--- src/hw/rsc_pkg.sv ---
// Function
// power-on presets port data and direction high
// reset pin low holds core in reset
// pin reset only when select chooses it
// wait release delay after reset ends
// every reset clears program counter
// 55h selects output, aah selects reset pin
// bad pin select code self-resets, flags
// pin select powers up as aah
// all resets except watchdog timeout restore select
// reset pin selection overrides other pin sharing
// pin select fault flag bit 3, software clears
// cause bits 7 to 4 read zero
// enabled brownout low supply resets, flags
// low supply must outlast filter time
// 5ah enables brownout, a5h disables
// bad brownout code self-resets, flags, restores
// brownout control powers up as 5ah
// brownout off in sleep or idle
// brownout reset keeps brownout control
// brownout event flag bit 2, software clears
// brownout select fault flag bit 1
// watchdog control fault flag bit 0
// fault delay counter starts on bad code
// sources merge; flags survive their reset
package rsc_pkg;
  // protected register codes
  localparam logic [7:0] RSC_PIN_SEL_GPIO = 8'h55;
  localparam logic [7:0] RSC_PIN_SEL_RESET = 8'haa;
  localparam logic [7:0] RSC_PIN_SEL_POR = RSC_PIN_SEL_RESET;
  localparam logic [7:0] RSC_BW_ENABLE = 8'h5a;
  localparam logic [7:0] RSC_BW_DISABLE = 8'ha5;
  localparam logic [7:0] RSC_BW_POR = RSC_BW_ENABLE;
  // cause flag layout
  localparam int RSC_FLAG_W = 4;
  localparam int RSC_FLAG_WDT_FAULT = 0;
  localparam int RSC_FLAG_BW_FAULT = 1;
  localparam int RSC_FLAG_BW_EVENT = 2;
  localparam int RSC_FLAG_PIN_FAULT = 3;
  localparam logic [RSC_FLAG_W-1:0] RSC_FLAGS_POR = 4'h0;
  // register byte offsets
  localparam logic [31:0] RSC_OFF_PIN_SEL = 32'h0000_0000;
  localparam logic [31:0] RSC_OFF_CAUSE = 32'h0000_0004;
  localparam logic [31:0] RSC_OFF_BW_CTRL = 32'h0000_0008;
  localparam logic [1:0] RSC_RESP_OKAY = 2'h0;
  localparam logic [1:0] RSC_RESP_SLVERR = 2'h2;
  // timing
  localparam int RSC_CLK_MHZ = 125;
  localparam int RSC_FAULT_DELAY_NS = 1000;
  localparam int RSC_RELEASE_DELAY_NS = 16000;
  localparam int RSC_FILTER_NS = 120000;
  localparam int RSC_FAULT_CYC = (RSC_FAULT_DELAY_NS * RSC_CLK_MHZ + 999) / 1000;
  localparam int RSC_RELEASE_CYC =
    (RSC_RELEASE_DELAY_NS * RSC_CLK_MHZ + 999) / 1000;
  localparam int RSC_FILTER_CYC = (RSC_FILTER_NS * RSC_CLK_MHZ + 999) / 1000;
  localparam int RSC_CNT_W = 16;
  // sequencer states
  typedef enum logic [2:0] {
    RSC_RUN = 3'h1,
    RSC_HOLD = 3'h2,
    RSC_DELAY = 3'h4
  } rsc_state_type;
  // axi4-lite carriers
  typedef struct packed {
    logic awvalid;
    logic [31:0] awaddr;
    logic wvalid;
    logic [31:0] wdata;
    logic [3:0] wstrb;
    logic bready;
    logic arvalid;
    logic [31:0] araddr;
    logic rready;
  } rsc_axi_req_type;
  typedef struct packed {
    logic awready;
    logic wready;
    logic bvalid;
    logic [1:0] bresp;
    logic arready;
    logic rvalid;
    logic [31:0] rdata;
    logic [1:0] rresp;
  } rsc_axi_rsp_type;
endpackage

--- src/hw/rsc_sync.sv ---
`timescale 1ns/1ps
module rsc_sync #(
  parameter logic RST_VAL = 1'b0
) (
  // clock and control
  input wire logic clk,
  input wire logic rst,
  input wire logic ce,
  // level in and out
  input wire logic async,
  output logic sync
);
  logic meta;

  // two-stage synchroniser, first stage feeds only the second
  always_ff @(posedge clk) begin
    if (rst) begin
      meta <= RST_VAL;
      sync <= RST_VAL;
    end else if (ce) begin
      meta <= async;
      sync <= meta;
    end
  end
endmodule // rsc_sync

--- src/hw/rsc_timer.sv ---
`timescale 1ns/1ps
module rsc_timer (
  // clock and control
  input wire logic clk,
  input wire logic rst,
  input wire logic ce,
  // count while run, one pulse at limit
  input wire logic run,
  input wire logic [rsc_pkg::RSC_CNT_W-1:0] limit,
  output logic expired
);
  import rsc_pkg::*;
  logic [RSC_CNT_W-1:0] cnt;

  // saturating counter, cleared when run drops
  always_ff @(posedge clk) begin
    if (rst) begin
      cnt <= '0;
    end else if (ce) begin
      if (!run) begin
        cnt <= '0;
      end else if (cnt != limit) begin
        cnt <= cnt + 1'b1;
      end
    end
  end

  // single pulse limit edges after run rose
  always_ff @(posedge clk) begin
    if (rst) begin
      expired <= 1'b0;
    end else if (ce) begin
      expired <= run && (cnt == limit - 1'b1);
    end
  end
endmodule // rsc_timer

--- src/hw/rsc_top.sv ---
`timescale 1ns/1ps
module rsc_top #(
  parameter int unsigned FAULT_CYC = rsc_pkg::RSC_FAULT_CYC,
  parameter int unsigned RELEASE_CYC = rsc_pkg::RSC_RELEASE_CYC,
  parameter int unsigned FILTER_CYC = rsc_pkg::RSC_FILTER_CYC
) (
  // clock, power-on reset, enable
  input wire logic core_clk,
  input wire logic rst,
  input wire logic ce,
  // register bus
  input rsc_pkg::rsc_axi_req_type axiReq,
  output rsc_pkg::rsc_axi_rsp_type axiRsp,
  // pins and supply monitor
  input wire logic extResetPin_n,
  input wire logic supplyLow,
  // core and watchdog side
  input wire logic sleepMode,
  input wire logic wdtCtrlFault,
  input wire logic wdtTimeout,
  // reset and pin control outputs
  output logic coreHold,
  output logic pcClear,
  output logic portPreset,
  output logic sharedPinOutputEnable,
  output logic resetPinSelected,
  output logic brownoutEnable
);
  import rsc_pkg::*;

  logic [7:0] pinSel;
  logic [7:0] bwCtrl;
  logic [RSC_FLAG_W-1:0] causeFlags;
  logic [RSC_FLAG_W-1:0] flagSet;
  logic [RSC_FLAG_W-1:0] flagClr;
  rsc_state_type state;
  rsc_state_type next_state;
  logic extSync_n, supLowSync;
  logic extLowReq, bwArm, pinBad, bwBad;
  logic pinFaultFire, bwFaultFire, bwFire, relDone;
  logic anyPulse, nonWarm, relRun, enterReset;
  logic awRdy, wRdy, bValid, arRdy, rValid;
  logic [31:0] awAddr, wData, rData;
  logic [3:0] wStrb;
  logic [1:0] bResp, rResp;
  logic doWrite, wrPin, wrCause, wrBw;

  // pin and monitor levels cross into the core clock
  rsc_sync #(.RST_VAL(1'b1)) u_ext_sync (
    .clk(core_clk),
    .rst(rst),
    .ce(ce),
    .async(extResetPin_n),
    .sync(extSync_n)
  );
  rsc_sync #(.RST_VAL(1'b0)) u_sup_sync (
    .clk(core_clk),
    .rst(rst),
    .ce(ce),
    .async(supplyLow),
    .sync(supLowSync)
  );

  // request decode
  assign extLowReq = (pinSel == RSC_PIN_SEL_RESET) && !extSync_n;
  assign bwArm = (bwCtrl == RSC_BW_ENABLE) && !sleepMode;
  assign pinBad = (pinSel != RSC_PIN_SEL_GPIO) &&
                  (pinSel != RSC_PIN_SEL_RESET);
  assign bwBad = (bwCtrl != RSC_BW_ENABLE) && (bwCtrl != RSC_BW_DISABLE);

  // delay counters for faults, supply filter and release
  rsc_timer u_pin_fault (
    .clk(core_clk),
    .rst(rst),
    .ce(ce),
    .run(pinBad),
    .limit(RSC_CNT_W'(FAULT_CYC)),
    .expired(pinFaultFire)
  );
  rsc_timer u_bw_fault (
    .clk(core_clk),
    .rst(rst),
    .ce(ce),
    .run(bwBad),
    .limit(RSC_CNT_W'(FAULT_CYC)),
    .expired(bwFaultFire)
  );
  rsc_timer u_bw_filter (
    .clk(core_clk),
    .rst(rst),
    .ce(ce),
    .run(bwArm && supLowSync),
    .limit(RSC_CNT_W'(FILTER_CYC)),
    .expired(bwFire)
  );
  rsc_timer u_release (
    .clk(core_clk),
    .rst(rst),
    .ce(ce),
    .run(relRun),
    .limit(RSC_CNT_W'(RELEASE_CYC)),
    .expired(relDone)
  );

  // all sources but the reset pin merge into one reset request
  assign nonWarm = pinFaultFire || bwFaultFire || bwFire || wdtCtrlFault;
  assign anyPulse = nonWarm || wdtTimeout;
  assign relRun = (state == RSC_DELAY) && !anyPulse && !extLowReq;
  assign enterReset = (state == RSC_RUN) && (next_state != RSC_RUN);

  // sequencer next state
  always_comb begin
    next_state = state;
    case (state)
      RSC_RUN: begin
        if (extLowReq) begin
          next_state = RSC_HOLD;
        end else if (anyPulse) begin
          next_state = RSC_DELAY;
        end
      end
      RSC_HOLD: begin
        if (!extLowReq) begin
          next_state = RSC_DELAY;
        end
      end
      RSC_DELAY: begin
        if (extLowReq) begin
          next_state = RSC_HOLD;
        end else if (!anyPulse && relDone) begin
          next_state = RSC_RUN;
        end
      end
      default: next_state = RSC_DELAY;
    endcase
  end

  // sequencer state and core reset outputs
  always_ff @(posedge core_clk) begin
    if (rst) begin
      state <= RSC_DELAY;
      coreHold <= 1'b1;
      pcClear <= 1'b1;
    end else if (ce) begin
      state <= next_state;
      coreHold <= (next_state != RSC_RUN);
      pcClear <= enterReset;
    end
  end

  // port preset: power-on and every reset entered from run but watchdog timeout
  always_ff @(posedge core_clk) begin
    if (rst) begin
      portPreset <= 1'b1;
    end else if (ce) begin
      if (enterReset && (extLowReq || nonWarm)) begin
        portPreset <= 1'b1;
      end else if (next_state == RSC_RUN) begin
        portPreset <= 1'b0;
      end
    end
  end

  // pin mux and monitor control outputs
  always_ff @(posedge core_clk) begin
    if (rst) begin
      sharedPinOutputEnable <= 1'b0;
      resetPinSelected <= 1'b1;
      brownoutEnable <= 1'b0;
    end else if (ce) begin
      sharedPinOutputEnable <= (pinSel == RSC_PIN_SEL_GPIO);
      resetPinSelected <= (pinSel == RSC_PIN_SEL_RESET);
      brownoutEnable <= bwArm;
    end
  end

  // pin select register, restored by all but warm reset
  always_ff @(posedge core_clk) begin
    if (rst) begin
      pinSel <= RSC_PIN_SEL_POR;
    end else if (ce) begin
      if (extLowReq || nonWarm) begin
        pinSel <= RSC_PIN_SEL_POR;
      end else if (wrPin) begin
        pinSel <= wData[7:0];
      end
    end
  end

  // brownout control, restored only on its own fault
  always_ff @(posedge core_clk) begin
    if (rst) begin
      bwCtrl <= RSC_BW_POR;
    end else if (ce) begin
      if (bwFaultFire) begin
        bwCtrl <= RSC_BW_POR;
      end else if (wrBw) begin
        bwCtrl <= wData[7:0];
      end
    end
  end

  // cause flag sources; software writes zero to clear
  always_comb begin
    flagSet = '0;
    flagSet[RSC_FLAG_PIN_FAULT] = pinFaultFire;
    flagSet[RSC_FLAG_BW_EVENT] = bwFire;
    flagSet[RSC_FLAG_BW_FAULT] = bwFaultFire;
    flagSet[RSC_FLAG_WDT_FAULT] = wdtCtrlFault;
  end

  // sticky flags, set wins, untouched by internal reset
  for (genvar i = 0; i < RSC_FLAG_W; i++) begin : g_flag
    assign flagClr[i] = wrCause && !wData[i];
    always_ff @(posedge core_clk) begin
      if (rst) begin
        causeFlags[i] <= RSC_FLAGS_POR[i];
      end else if (ce) begin
        causeFlags[i] <= flagSet[i] || (causeFlags[i] && !flagClr[i]);
      end
    end
  end

  // write decode, byte lane 0 carries the register
  assign doWrite = !awRdy && !wRdy && !bValid;
  assign wrPin = doWrite && wStrb[0] && (awAddr == RSC_OFF_PIN_SEL);
  assign wrCause = doWrite && wStrb[0] && (awAddr == RSC_OFF_CAUSE);
  assign wrBw = doWrite && wStrb[0] && (awAddr == RSC_OFF_BW_CTRL);

  // write address and data channels, taken in any order
  always_ff @(posedge core_clk) begin
    if (rst) begin
      awRdy <= 1'b1;
      wRdy <= 1'b1;
      awAddr <= '0;
      wData <= '0;
      wStrb <= '0;
    end else if (ce) begin
      if (awRdy && axiReq.awvalid) begin
        awRdy <= 1'b0;
        awAddr <= axiReq.awaddr;
      end else if (bValid && axiReq.bready) begin
        awRdy <= 1'b1;
      end
      if (wRdy && axiReq.wvalid) begin
        wRdy <= 1'b0;
        wData <= axiReq.wdata;
        wStrb <= axiReq.wstrb;
      end else if (bValid && axiReq.bready) begin
        wRdy <= 1'b1;
      end
    end
  end

  // write response once both halves are in
  always_ff @(posedge core_clk) begin
    if (rst) begin
      bValid <= 1'b0;
      bResp <= RSC_RESP_OKAY;
    end else if (ce) begin
      if (doWrite) begin
        bValid <= 1'b1;
        bResp <= (wrPin || wrCause || wrBw ||
                  awAddr == RSC_OFF_PIN_SEL || awAddr == RSC_OFF_CAUSE ||
                  awAddr == RSC_OFF_BW_CTRL) ? RSC_RESP_OKAY : RSC_RESP_SLVERR;
      end else if (bValid && axiReq.bready) begin
        bValid <= 1'b0;
      end
    end
  end

  // read channel, one cycle to data
  always_ff @(posedge core_clk) begin
    if (rst) begin
      arRdy <= 1'b1;
      rValid <= 1'b0;
      rData <= '0;
      rResp <= RSC_RESP_OKAY;
    end else if (ce) begin
      if (arRdy && axiReq.arvalid) begin
        arRdy <= 1'b0;
        rValid <= 1'b1;
        rResp <= RSC_RESP_OKAY;
        rData <= '0;
        case (axiReq.araddr)
          RSC_OFF_PIN_SEL: rData[7:0] <= pinSel;
          RSC_OFF_CAUSE: rData[RSC_FLAG_W-1:0] <= causeFlags;
          RSC_OFF_BW_CTRL: rData[7:0] <= bwCtrl;
          default: rResp <= RSC_RESP_SLVERR;
        endcase
      end else if (rValid && axiReq.rready) begin
        rValid <= 1'b0;
        arRdy <= 1'b1;
      end
    end
  end

  // bus answer straight from flops
  assign axiRsp.awready = awRdy;
  assign axiRsp.wready = wRdy;
  assign axiRsp.bvalid = bValid;
  assign axiRsp.bresp = bResp;
  assign axiRsp.arready = arRdy;
  assign axiRsp.rvalid = rValid;
  assign axiRsp.rdata = rData;
  assign axiRsp.rresp = rResp;

  // checks
  a_pinsel_por: assert property (
    @(posedge core_clk) rst |=> pinSel == RSC_PIN_SEL_POR)
    else $error("pin select not aah after power-on");
  a_bwctl_por: assert property (
    @(posedge core_clk) rst |=> bwCtrl == RSC_BW_POR)
    else $error("brownout control not 5ah after power-on");
  a_pin_oe: assert property (
    @(posedge core_clk) disable iff (rst)
    ce && pinSel == RSC_PIN_SEL_RESET |=> !sharedPinOutputEnable)
    else $error("output enable set with reset pin selected");
  a_ext_hold: assert property (
    @(posedge core_clk) disable iff (rst)
    ce && extLowReq |=> coreHold && state == RSC_HOLD)
    else $error("reset pin low without core hold");
  a_ext_gated: assert property (
    @(posedge core_clk) disable iff (rst)
    ce && state == RSC_RUN && pinSel != RSC_PIN_SEL_RESET && !anyPulse
    |=> !coreHold)
    else $error("reset taken with reset pin not selected");
  a_pin_fault: assert property (
    @(posedge core_clk) disable iff (rst)
    ce && pinFaultFire |=> causeFlags[RSC_FLAG_PIN_FAULT] && coreHold
      && pinSel == RSC_PIN_SEL_POR)
    else $error("pin select fault not handled");
  a_bw_fault: assert property (
    @(posedge core_clk) disable iff (rst)
    ce && bwFaultFire |=> causeFlags[RSC_FLAG_BW_FAULT] && coreHold
      && bwCtrl == RSC_BW_POR)
    else $error("brownout select fault not handled");
  a_bw_event: assert property (
    @(posedge core_clk) disable iff (rst)
    ce && bwFire |=> causeFlags[RSC_FLAG_BW_EVENT] && coreHold)
    else $error("brownout event not flagged");
  a_bw_keep: assert property (
    @(posedge core_clk) disable iff (rst)
    ce && bwFire && !bwFaultFire && !wrBw |=> bwCtrl == $past(bwCtrl))
    else $error("brownout reset changed brownout control");
  a_sleep_off: assert property (
    @(posedge core_clk) disable iff (rst)
    ce && sleepMode |=> !brownoutEnable)
    else $error("brownout armed in sleep");
  a_read_zero: assert property (
    @(posedge core_clk) disable iff (rst)
    ce && arRdy && axiReq.arvalid && axiReq.araddr == RSC_OFF_CAUSE
    |=> rData[31:RSC_FLAG_W] == '0)
    else $error("upper cause bits not zero");
  a_pc_clear: assert property (
    @(posedge core_clk) disable iff (rst)
    $rose(coreHold) |-> pcClear)
    else $error("reset entered without pc clear");
endmodule // rsc_top

--- config.mk ---
export PLATFORM = sky130hd
export DESIGN_NAME = rsc_top
export DESIGN_NICKNAME = d
export VERILOG_FILES = /design/src/hw/rsc_pkg.sv /design/src/hw/rsc_sync.sv /design/src/hw/rsc_timer.sv /design/src/hw/rsc_top.sv
export SDC_FILE = /design/constraint.sdc
export NUM_CORES = 1
export LEC_CHECK = 0
export ABC_AREA = 1
export ABC_CLOCK_PERIOD_IN_PS = 4600
export BUFFER_PORTS_ARGS = -buffer_cell sky130_fd_sc_hd__buf_2
export CORE_ASPECT_RATIO = 0.6
export CORE_MARGIN = 2
export CORE_UTILIZATION = 64
export CTS_CLUSTER_DIAMETER = 120
export DETAILED_ROUTE_END_ITERATION = 10
export GPL_TIMING_DRIVEN = 0
export PLACE_DENSITY = 0.88
export SETUP_SLACK_MARGIN = 0.3
export SYNTH_ARGS = -nofsm -noshare
export SYNTH_HDL_FRONTEND = slang
export SYNTH_HIERARCHICAL = 1
export SYNTH_SLANG_ARGS = --single-unit
--- constraint.sdc ---
create_clock -name core_clk -period 4.6 [get_ports core_clk]
set_input_delay 0.92 -clock core_clk [delete_from_list [all_inputs] [get_ports core_clk]]
set_output_delay 0.92 -clock core_clk [all_outputs]
set_load 0.005 [all_outputs]
==> results of run 1 <==
## placed cells by master (no fill, tap or decap), drive strengths merged
master and instances:
dfxtp 157, nor2 340, ha 8, a211oi 1, a21oi 131, xnor2 20
conb 242, nor3b 4, nor4 4, nor3 31, o21ai 70, buf 162
o211ai 7, diode 1, nand3 217, nand2 520, clkinvlp 3, bufinv 2
nand4 34, clkbuf 44, inv 242, o21bai 2, a21boi 1, a41oi 1
xor2 56, and2 4, nand3b 9, clkinv 4
## area by class of cell
cell class | instances | share of cell area, %
multi-input cells | 1702 | 57.1
flip-flops and latches | 157 | 22.6
inverters | 238 | 6.43
repair buffers | 106 | 3.81
plain buffers | 81 | 3.64
clock buffers | 19 | 3.11
well taps | 240 | 2.16
clock inverters | 13 | 1.12
diodes | 1 | 0.0180
## synth_stat cells (12+ instances only)
| cell | n | area, um^2 |
|---|---|---|
| a21oi_1 | 91 | 455 |
| nor3_1 | 28 | 140 |
| nor2_1 | 323 | 1210 |
| nand3_1 | 213 | 1070 |
| clkbuf_1 | 25 | 93.8 |
| xnor2_1 | 20 | 175 |
| dfxtp_1 | 157 | 3140 |
| nor2_2 | 14 | 87.6 |
| xor2_1 | 56 | 490 |
| nand2_4 | 12 | 135 |
| buf_4 | 36 | 270 |
| inv_1 | 220 | 826 |
| nand4_1 | 34 | 213 |
| inv_2 | 16 | 60.1 |
| o21ai_0 | 70 | 350 |
| nand2_1 | 507 | 1900 |
| a21oi_2 | 40 | 350 |
## cells by family (layout without fill, tap and decap cells)
logic type                 Yosys count  count (layout)  share of synthesized area [%]
AOI/OAI and AO/OA                  213             213                           10.8
xor gates and xnor gates            76              76                           5.74
adders and majority gates            8               8                          0.863
buffers and inverters              319             457                           12.1
DFF                                157             157                           27.1
other                                2             243                         0.0647
and+or+nand+nor                   1163            1163                           43.4
## report_power, final
group	switching (mW)	internal [mW]
combinational	0.329	0.181
clock	0.617	0.814
sequential	0.0312	1.41
total	0.977	2.40
## routing by layer
layer,vias to the layer above,track usage (%)
met5,-,0
met2,581,50.1
li1,6634,-
met1,5666,48.4
met4,0,8.14
met3,61,6.36
## per-stage QoR
stage / setup slack, ns / instance area, um^2
finish: 1.91 / 13900
global route: 1.79 / 13900
CTS: 2.01 / 13900
detailed placement: 1.94 / 13300
global placement: 2.01 / 13300
floorplan: 2.39 / 12500
## registers in the layout, indices dropped and copies added (netlist names), 3 cells and up
signal           cells
u_bw_fault/cnt      16
state                3
causeFlags           4
u_bw_filter/cnt     16
awAddr              32
bwCtrl               8
u_pin_fault/cnt     16
rData                8
wData                8
pinSel               8
u_release/cnt       16
## worst max path at each step
stage	from	endpoint	slack, ns	cells after the start
CTS	bwCtrl[3]	u_bw_filter/cnt[3]	2.01	13
detailed placement	wdtTimeout	u_release/cnt[3]	1.94	15
global route	bwCtrl[6]	u_bw_filter/cnt[0]	1.79	13
finish	bwCtrl[6]	u_bw_filter/expired	1.91	12
floorplan	wdtTimeout	u_release/cnt[0]	2.39	13
global placement	wdtTimeout	u_release/cnt[7]	2.01	15
## worst max-delay path: stages (launching register included)
cell	delay (ns)
dfxtp_1	0.38
nand4_1	0.12
nor4_1	0.50
nand2_1	0.16
nor2_1	0.41
nand2_1	0.18
inv_1	0.11
nand3_1	0.07
nor2_1	0.09
nand4_1	0.10
nor2_1	0.22
nand3_1	0.14
a21oi_1	0.15
==> results.md, run 1 <==
* H-tree depth at 4
* DRT Wirelength at 31.8 mm
* Sequential-to-total area share from yosys stat at 27.1%
* Final min period at about 2.7 ns
* Uppermost layer routed: met4
* Hold Slack at ~0.45 ns
* Primary FF master, synth: dfxtp_1
* P_leak at 6.48 nW
* Post-DP HPWL at 24.6 mm
* DRT Pass-1 Iters at 5
* Hold Path Stages at 2
* CTS tree: done
* Final setup fails at 0
* Post-Syn Instances at about 1900
* R2r setup slk at 1.91 ns
* Hold EP: awAddr[29]
* Final Hold Vio Count at 0
* Clk_lat worst skew at ~0.43 ns
* Total Routing Usage GR at 33.2%
* Min-delay src: awAddr[29]
* Total power at 3.38 mW
* CP Max Fanout at 4
* DR vias/cell at approximately 5.1
* Final core area utilization at 77.7%
* Crit path kind: reg2reg
* Met3 Wirelength at 3.09 mm
* Critical Path RT at 4.95 ns
* Die Wd at 178 um
* Layout area overhead at 20.0%
* Clock sinks at 157
* Initial Util at around two thirds
* Max Clk Rate at about 370 MHz
* Max-slew headroom at 49.6%
* GPL Wtd Cong at 0.935
* Worst r2r path cells at 12
* Average wire per standard cell at between 10 and 15 um
* Startpoint types: flip-flop
* Largest net degree at the start of global routing at 17
* RSZ-0062 raised after global routing: false
* Clock-pin slew on the worst setup and hold paths at 0.07 ns
* Total Negative Setup Slacks at 0 ns
* Fill cell count at 1448
* Max_cap viols at 0
* Asr flop ratio synth at 0%
* Fin crit share at 58.4%
* Nets at 2424
* Post-CTS Setup Inserts at 0
* Number of global-route vias before repair at 11200
* Outcome: completed
* Initial DRC Count at 1539
* Number of enable flip-flop cells after synthesis at 0
* Height of the die at 108 um
* Hold WC Path Type: reg2reg
* Share of cells above drive strength 1 at 12.0%
* DR vias at ~13000
* CORE AREA at 17900 um^2
* # IOs at 160
* Placed Cells incl. Taps at 2524
* Synth warnings at 6
* Synthesized area at 11600 um^2
* Area of the multi-input gates at 7950 um^2
* Post-Layout Cell Count at 2557
* Gr ovfl total at 0
* Syn avg cell area at 5.98 um^2
* Clock root buffer: clkbuf_16
* CTS Hold Bufs at 0
* Max-slew violation count at 0
* Crit path DAT at 3.04 ns
* Total Die Area at 19300 um^2
* Met1 WL at 14.8 mm
* Synth Register Bits at 157
* Slew @ Worst Pin at between 0.7 and 0.8 ns
* Wire length on met2 at 13.3 mm
* Clock Skew at 0.00972 ns
* Setup crit end kind: flip-flop
* FP Rows at 38
* # port buffers at roughly 110
* DRC viols at 0
* First-pass GRT wire length at 52.1 mm
* Initial antenna violation count at 1
* Unique cell type count in the Yosys netlist at 41
* Maximum clock path buffer count at 2
* Post-cts resize count at 0
* R2r startpoint: bwCtrl[6]
* Storage element area at 3140 um^2
* Reg2reg end: u_bw_filter/expired
* Power Density at 243 nW/um^2
* Max IR drop VDD at 0.272 mV
* DRT antenna net count at 0
* Cts bufs inserted at 17
(Power assumes the default switching activity.)
==> inputs of run 2 (changes only) <==
- ABC_AREA: 1 -> 0
- ABC_CLOCK_PERIOD_IN_PS: 4600 -> 2800
- CORE_UTILIZATION: 64 -> 58
- PLACE_DENSITY: 0.88 -> 0.82
- clock period: 4.6 -> 2.8 ns (I/O delays scaled with it)
==> results.md, run 2 <==
* Total Routing Usage GR at 29.1% (was 33.2%)
* H-tree depth at 4 (unchanged)
* GPL Wtd Cong at 0.848 (was 0.935)
* DR vias/cell at 5.41 (was 5.06)
* Hold WC Path Type: in2reg (was reg2reg)
* Dpl ws at -0.307 ns (was 1.94 ns)
* Maximum clock path buffer count at 2 (unchanged)
* Largest net degree at the start of global routing at 26 (was 17)
* Power Density at 426 nW/um^2 (was 243 nW/um^2)
* Flop pwr share at 43.0% (was 42.5%)
* CTS Hold Bufs at 0 (unchanged)
* Outcome: completed (unchanged)
* CTS tree: done (unchanged)
* Total power at 5.41 mW (was 3.38 mW)
* Clock Skew at 0.0216 ns (was 0.00972 ns)
* P_leak at 5.07 nW (was 6.48 nW)
* P_int at 3.80 mW (was 2.40 mW)
* Post-Layout Cell Count at 1861 (was 2557)
* Unique cell type count in the Yosys netlist at 75 (was 41)
* Most frequent cells after synthesis: nand2_1, dfxtp_1, a21oi_1, nor2_1, xnor2_1 (was nand2_1, nor2_1, inv_1, nand3_1, dfxtp_1)
* Layout area overhead at 28.8% (was 20.0%)
* Most numerous cell in the Yosys netlist: nand2_1 (unchanged)
* Height of the die at 105 um (was 108 um)
* # port buffers at 106 (unchanged)
* Commonest non-fill, non-tap cell in the layout: conb_1 (was nand2_1)
* Crit path kind: reg2reg (unchanged)
* Initial Util at 60.1% (was 64.7%)
* Slew @ Worst Pin at 0.826 ns (was 0.747 ns)
* DRT Wirelength at 27.5 mm (was 31.8 mm)
* Final setup fails at 0 (unchanged)
* Critical Path RT at 3.15 ns (was 4.95 ns)
* Max-slew violation count at 0 (unchanged)
* Top reg by flops: awAddr (unchanged)
* Cell taking the most area after synthesis: dfxtp_1 (unchanged)
* Number of enable flip-flop cells after synthesis at 0 (unchanged)
* Max-slew headroom at 44.5% (was 49.6%)
* Clk_lat worst skew at 0.43 ns (about the same)
* Max Clk Rate at 400 MHz (was 372 MHz)
* Initial antenna violation count at 0 (was 1)
* Fill cell count at 1211 (was 1448)
* Die Wd at 172 um (was 178 um)
* Fin worst setup slack at 0.301 ns (was 1.91 ns)
* Syn avg cell area at 8.12 um^2 (was 5.98 um^2)
* Commonest cells after routing, fill and taps aside: conb_1, nand2_1, dfxtp_1, a21oi_1, buf_2 (was nand2_1, nor2_1, conb_1, inv_1, nand3_1)
* Nets at 1741 (was 2424)
* Clock root buffer: clkbuf_16 (unchanged)
* DRT Pass-1 Iters at 5 (unchanged)
* Synth top area share at 31.8% (was 27.1%)
* DRT antenna net count at 0 (unchanged)
* Share of cells above drive strength 1 at 17.0% (was 12.0%)
* Proportion of power drawn by the clock network at 43.5% (was 42.4%)
* Post-DP HPWL at 19.4 mm (was 24.6 mm)
* CP Max Fanout at 8 (was 4)
* Switching pwr at 1.61 mW (was 0.977 mW)
* Final min period at 2.50 ns (was 2.69 ns)
* FP Rows at 36 (was 38)
* Initial DRC Count at 957 (was 1539)
* Post-Syn Instances at 1216 (was 1938)
* Total Negative Setup Slacks at 0 ns (unchanged)
* # IOs at 160 (unchanged)
* CORE AREA at 16400 um^2 (was 17900 um^2)
* First-pass GRT wire length at 42.6 mm (was 52.1 mm)
* Number of global-route vias before repair at 8795 (was 11200)
* ANT cells at 0 (was 1)
* Asr flop ratio synth at 0% (unchanged)
* Clock-pin slew on the worst setup and hold paths at 0.08 ns (was 0.07 ns)
* Final Hold Vio Count at 0 (unchanged)
* Average wire per standard cell at 14.8 um (was 12.4 um)
* Max_cap viols at 0 (unchanged)
* Crit path DAT at 2.85 ns (was 3.04 ns)
* Max IR drop VDD at 0.311 mV (was 0.272 mV)
* Cts bufs inserted at 17 (unchanged)
* Synth warnings at 6 (unchanged)
* Startpoint types: flip-flop (unchanged)
* Largest register FFs at 32 (unchanged)
* Synth top area cells: dfxtp_1, nand2_1, xnor2_1 (was dfxtp_1, nand2_1, nor2_1)
* RSZ-0062 raised after global routing: true (was false)
* Synthesized area at 9870 um^2 (was 11600 um^2)
* Final instance area at 12700 um^2 (was 13900 um^2)
* DRC viols at 0 (unchanged)
* DR vias at 10100 (was 12900)
* Gr ovfl total at 0 (unchanged)
* Switching part of the total at 29.8% (was 28.9%)
* Synth Register Bits at 157 (unchanged)
* Placed Cells incl. Taps at 1811 (was 2524)
* Placed Area at 11700 um^2 (was 13300 um^2)
* Clock sinks at 157 (unchanged)
* Setup crit end kind: flip-flop (unchanged)
* Fin crit share at 89.3% (was 58.4%)
* Primary FF master, synth: dfxtp_1 (unchanged)
* Sequential-to-total area share from yosys stat at 31.8% (was 27.1%)
* Power share of the combinational group at 13.5% (was 15.1%)
* Total Die Area at 18100 um^2 (was 19300 um^2)
run 2: changes by cell type after synthesis, moves of 21 or more:
cell	previous run	this run
inv_1	220	26
a21oi_2	40	0
nor2_1	323	77
nand3_1	213	21
or3_1	0	46
mux2i_1	0	24
xnor2_1	20	67
o21ai_0	70	49
nand2_1	507	181
nor4_1	4	29
a21oi_1	91	112
run 2: critical path, cell delays in order, from the launching register on:
cell      delay (ns)
dfxtp_1         0.46
nor4bb_2        0.53
a21oi_4         0.16
nand4_1         0.10
or4_1           0.12
buf_4           0.17
o21ai_2         0.09
buf_6           0.17
buf_4           0.13
or3_1           0.35
a21oi_1         0.15
run 2: cells by family (layout without fill, tap and decap cells):
kind of cell | count (synthesis) | after routing | synth area share, %
other cells | 2 | 263 | 0.0761
flops | 157 | 157 | 31.8
fa+ha+maj | 8 | 8 | 1.01
buf+inv | 106 | 258 | 5.55
simple gates | 531 | 531 | 31.0
xor+xnor | 111 | 111 | 9.85
compound gates | 277 | 281 | 18.3
mux | 24 | 24 | 2.43
run 2: power by group through the flow:
| stage | logic [mW] | registers, mW | clock network (mW) |
|---|---|---|---|
| 6_report | 0.731 | 2.33 | 2.35 |
| 5_1_grt | 0.809 | 2.33 | 2.45 |
| 4_1_cts | 0.680 | 2.33 | 2.37 |
| 3_5_place_dp | 0.663 | 2.38 | 0 |
| 3_3_place_gp | 0.652 | 2.38 | 0 |
| 2_1_floorplan | 0.501 | 2.37 | 0 |
run 2: path summary, 6_finish.rpt:
check,from,to,slack (ns),cells after the start
max,bwCtrl[2],u_bw_fault/cnt[10],0.30,10
max reg2reg,bwCtrl[2],u_bw_fault/cnt[10],0.30,10
min,axiReq[77],awAddr[5],0.35,3
min reg2reg,awAddr[7],awAddr[7],0.46,2
run 2: through the flow:
step,hold WS (ns),util (%)
after floorplan,0.421,-
after global placement,0.440,71.0
after detailed placement,0.449,71.0
after CTS,0.348,75.8
after global routing,0.366,77.3
final,0.354,77.3
run 2: what timing repair did:
item / 4_1_cts / 5_1_grt
setup endpoints to repair: 59 / 57
cloned: 1 / 4
resized for setup: 28 / 44
pin swaps: 9 / 23
buffers inserted: 5 / 8
run 2: final cells by class:
class / instances / area, um^2 / share of cell area [%]
flip-flops and latches: 157 / 3160 / 24.9
inverters: 26 / 97.6 / 0.768
multi-input cells: 1218 / 7410 / 58.3
well taps: 228 / 285 / 2.24
clock inverters: 15 / 193 / 1.52
clock buffers: 17 / 425 / 3.35
plain buffers: 80 / 499 / 3.93
repair buffers: 120 / 639 / 5.03
run 2: per-layer routing:
metal	wire, um	track usage [%]	up-vias
li1	-	-	4961
met1	12800	42.9	4620
met2	12000	43.6	428
met3	2160	4.81	52
met4	502	7.98	0
met5	0	0	-
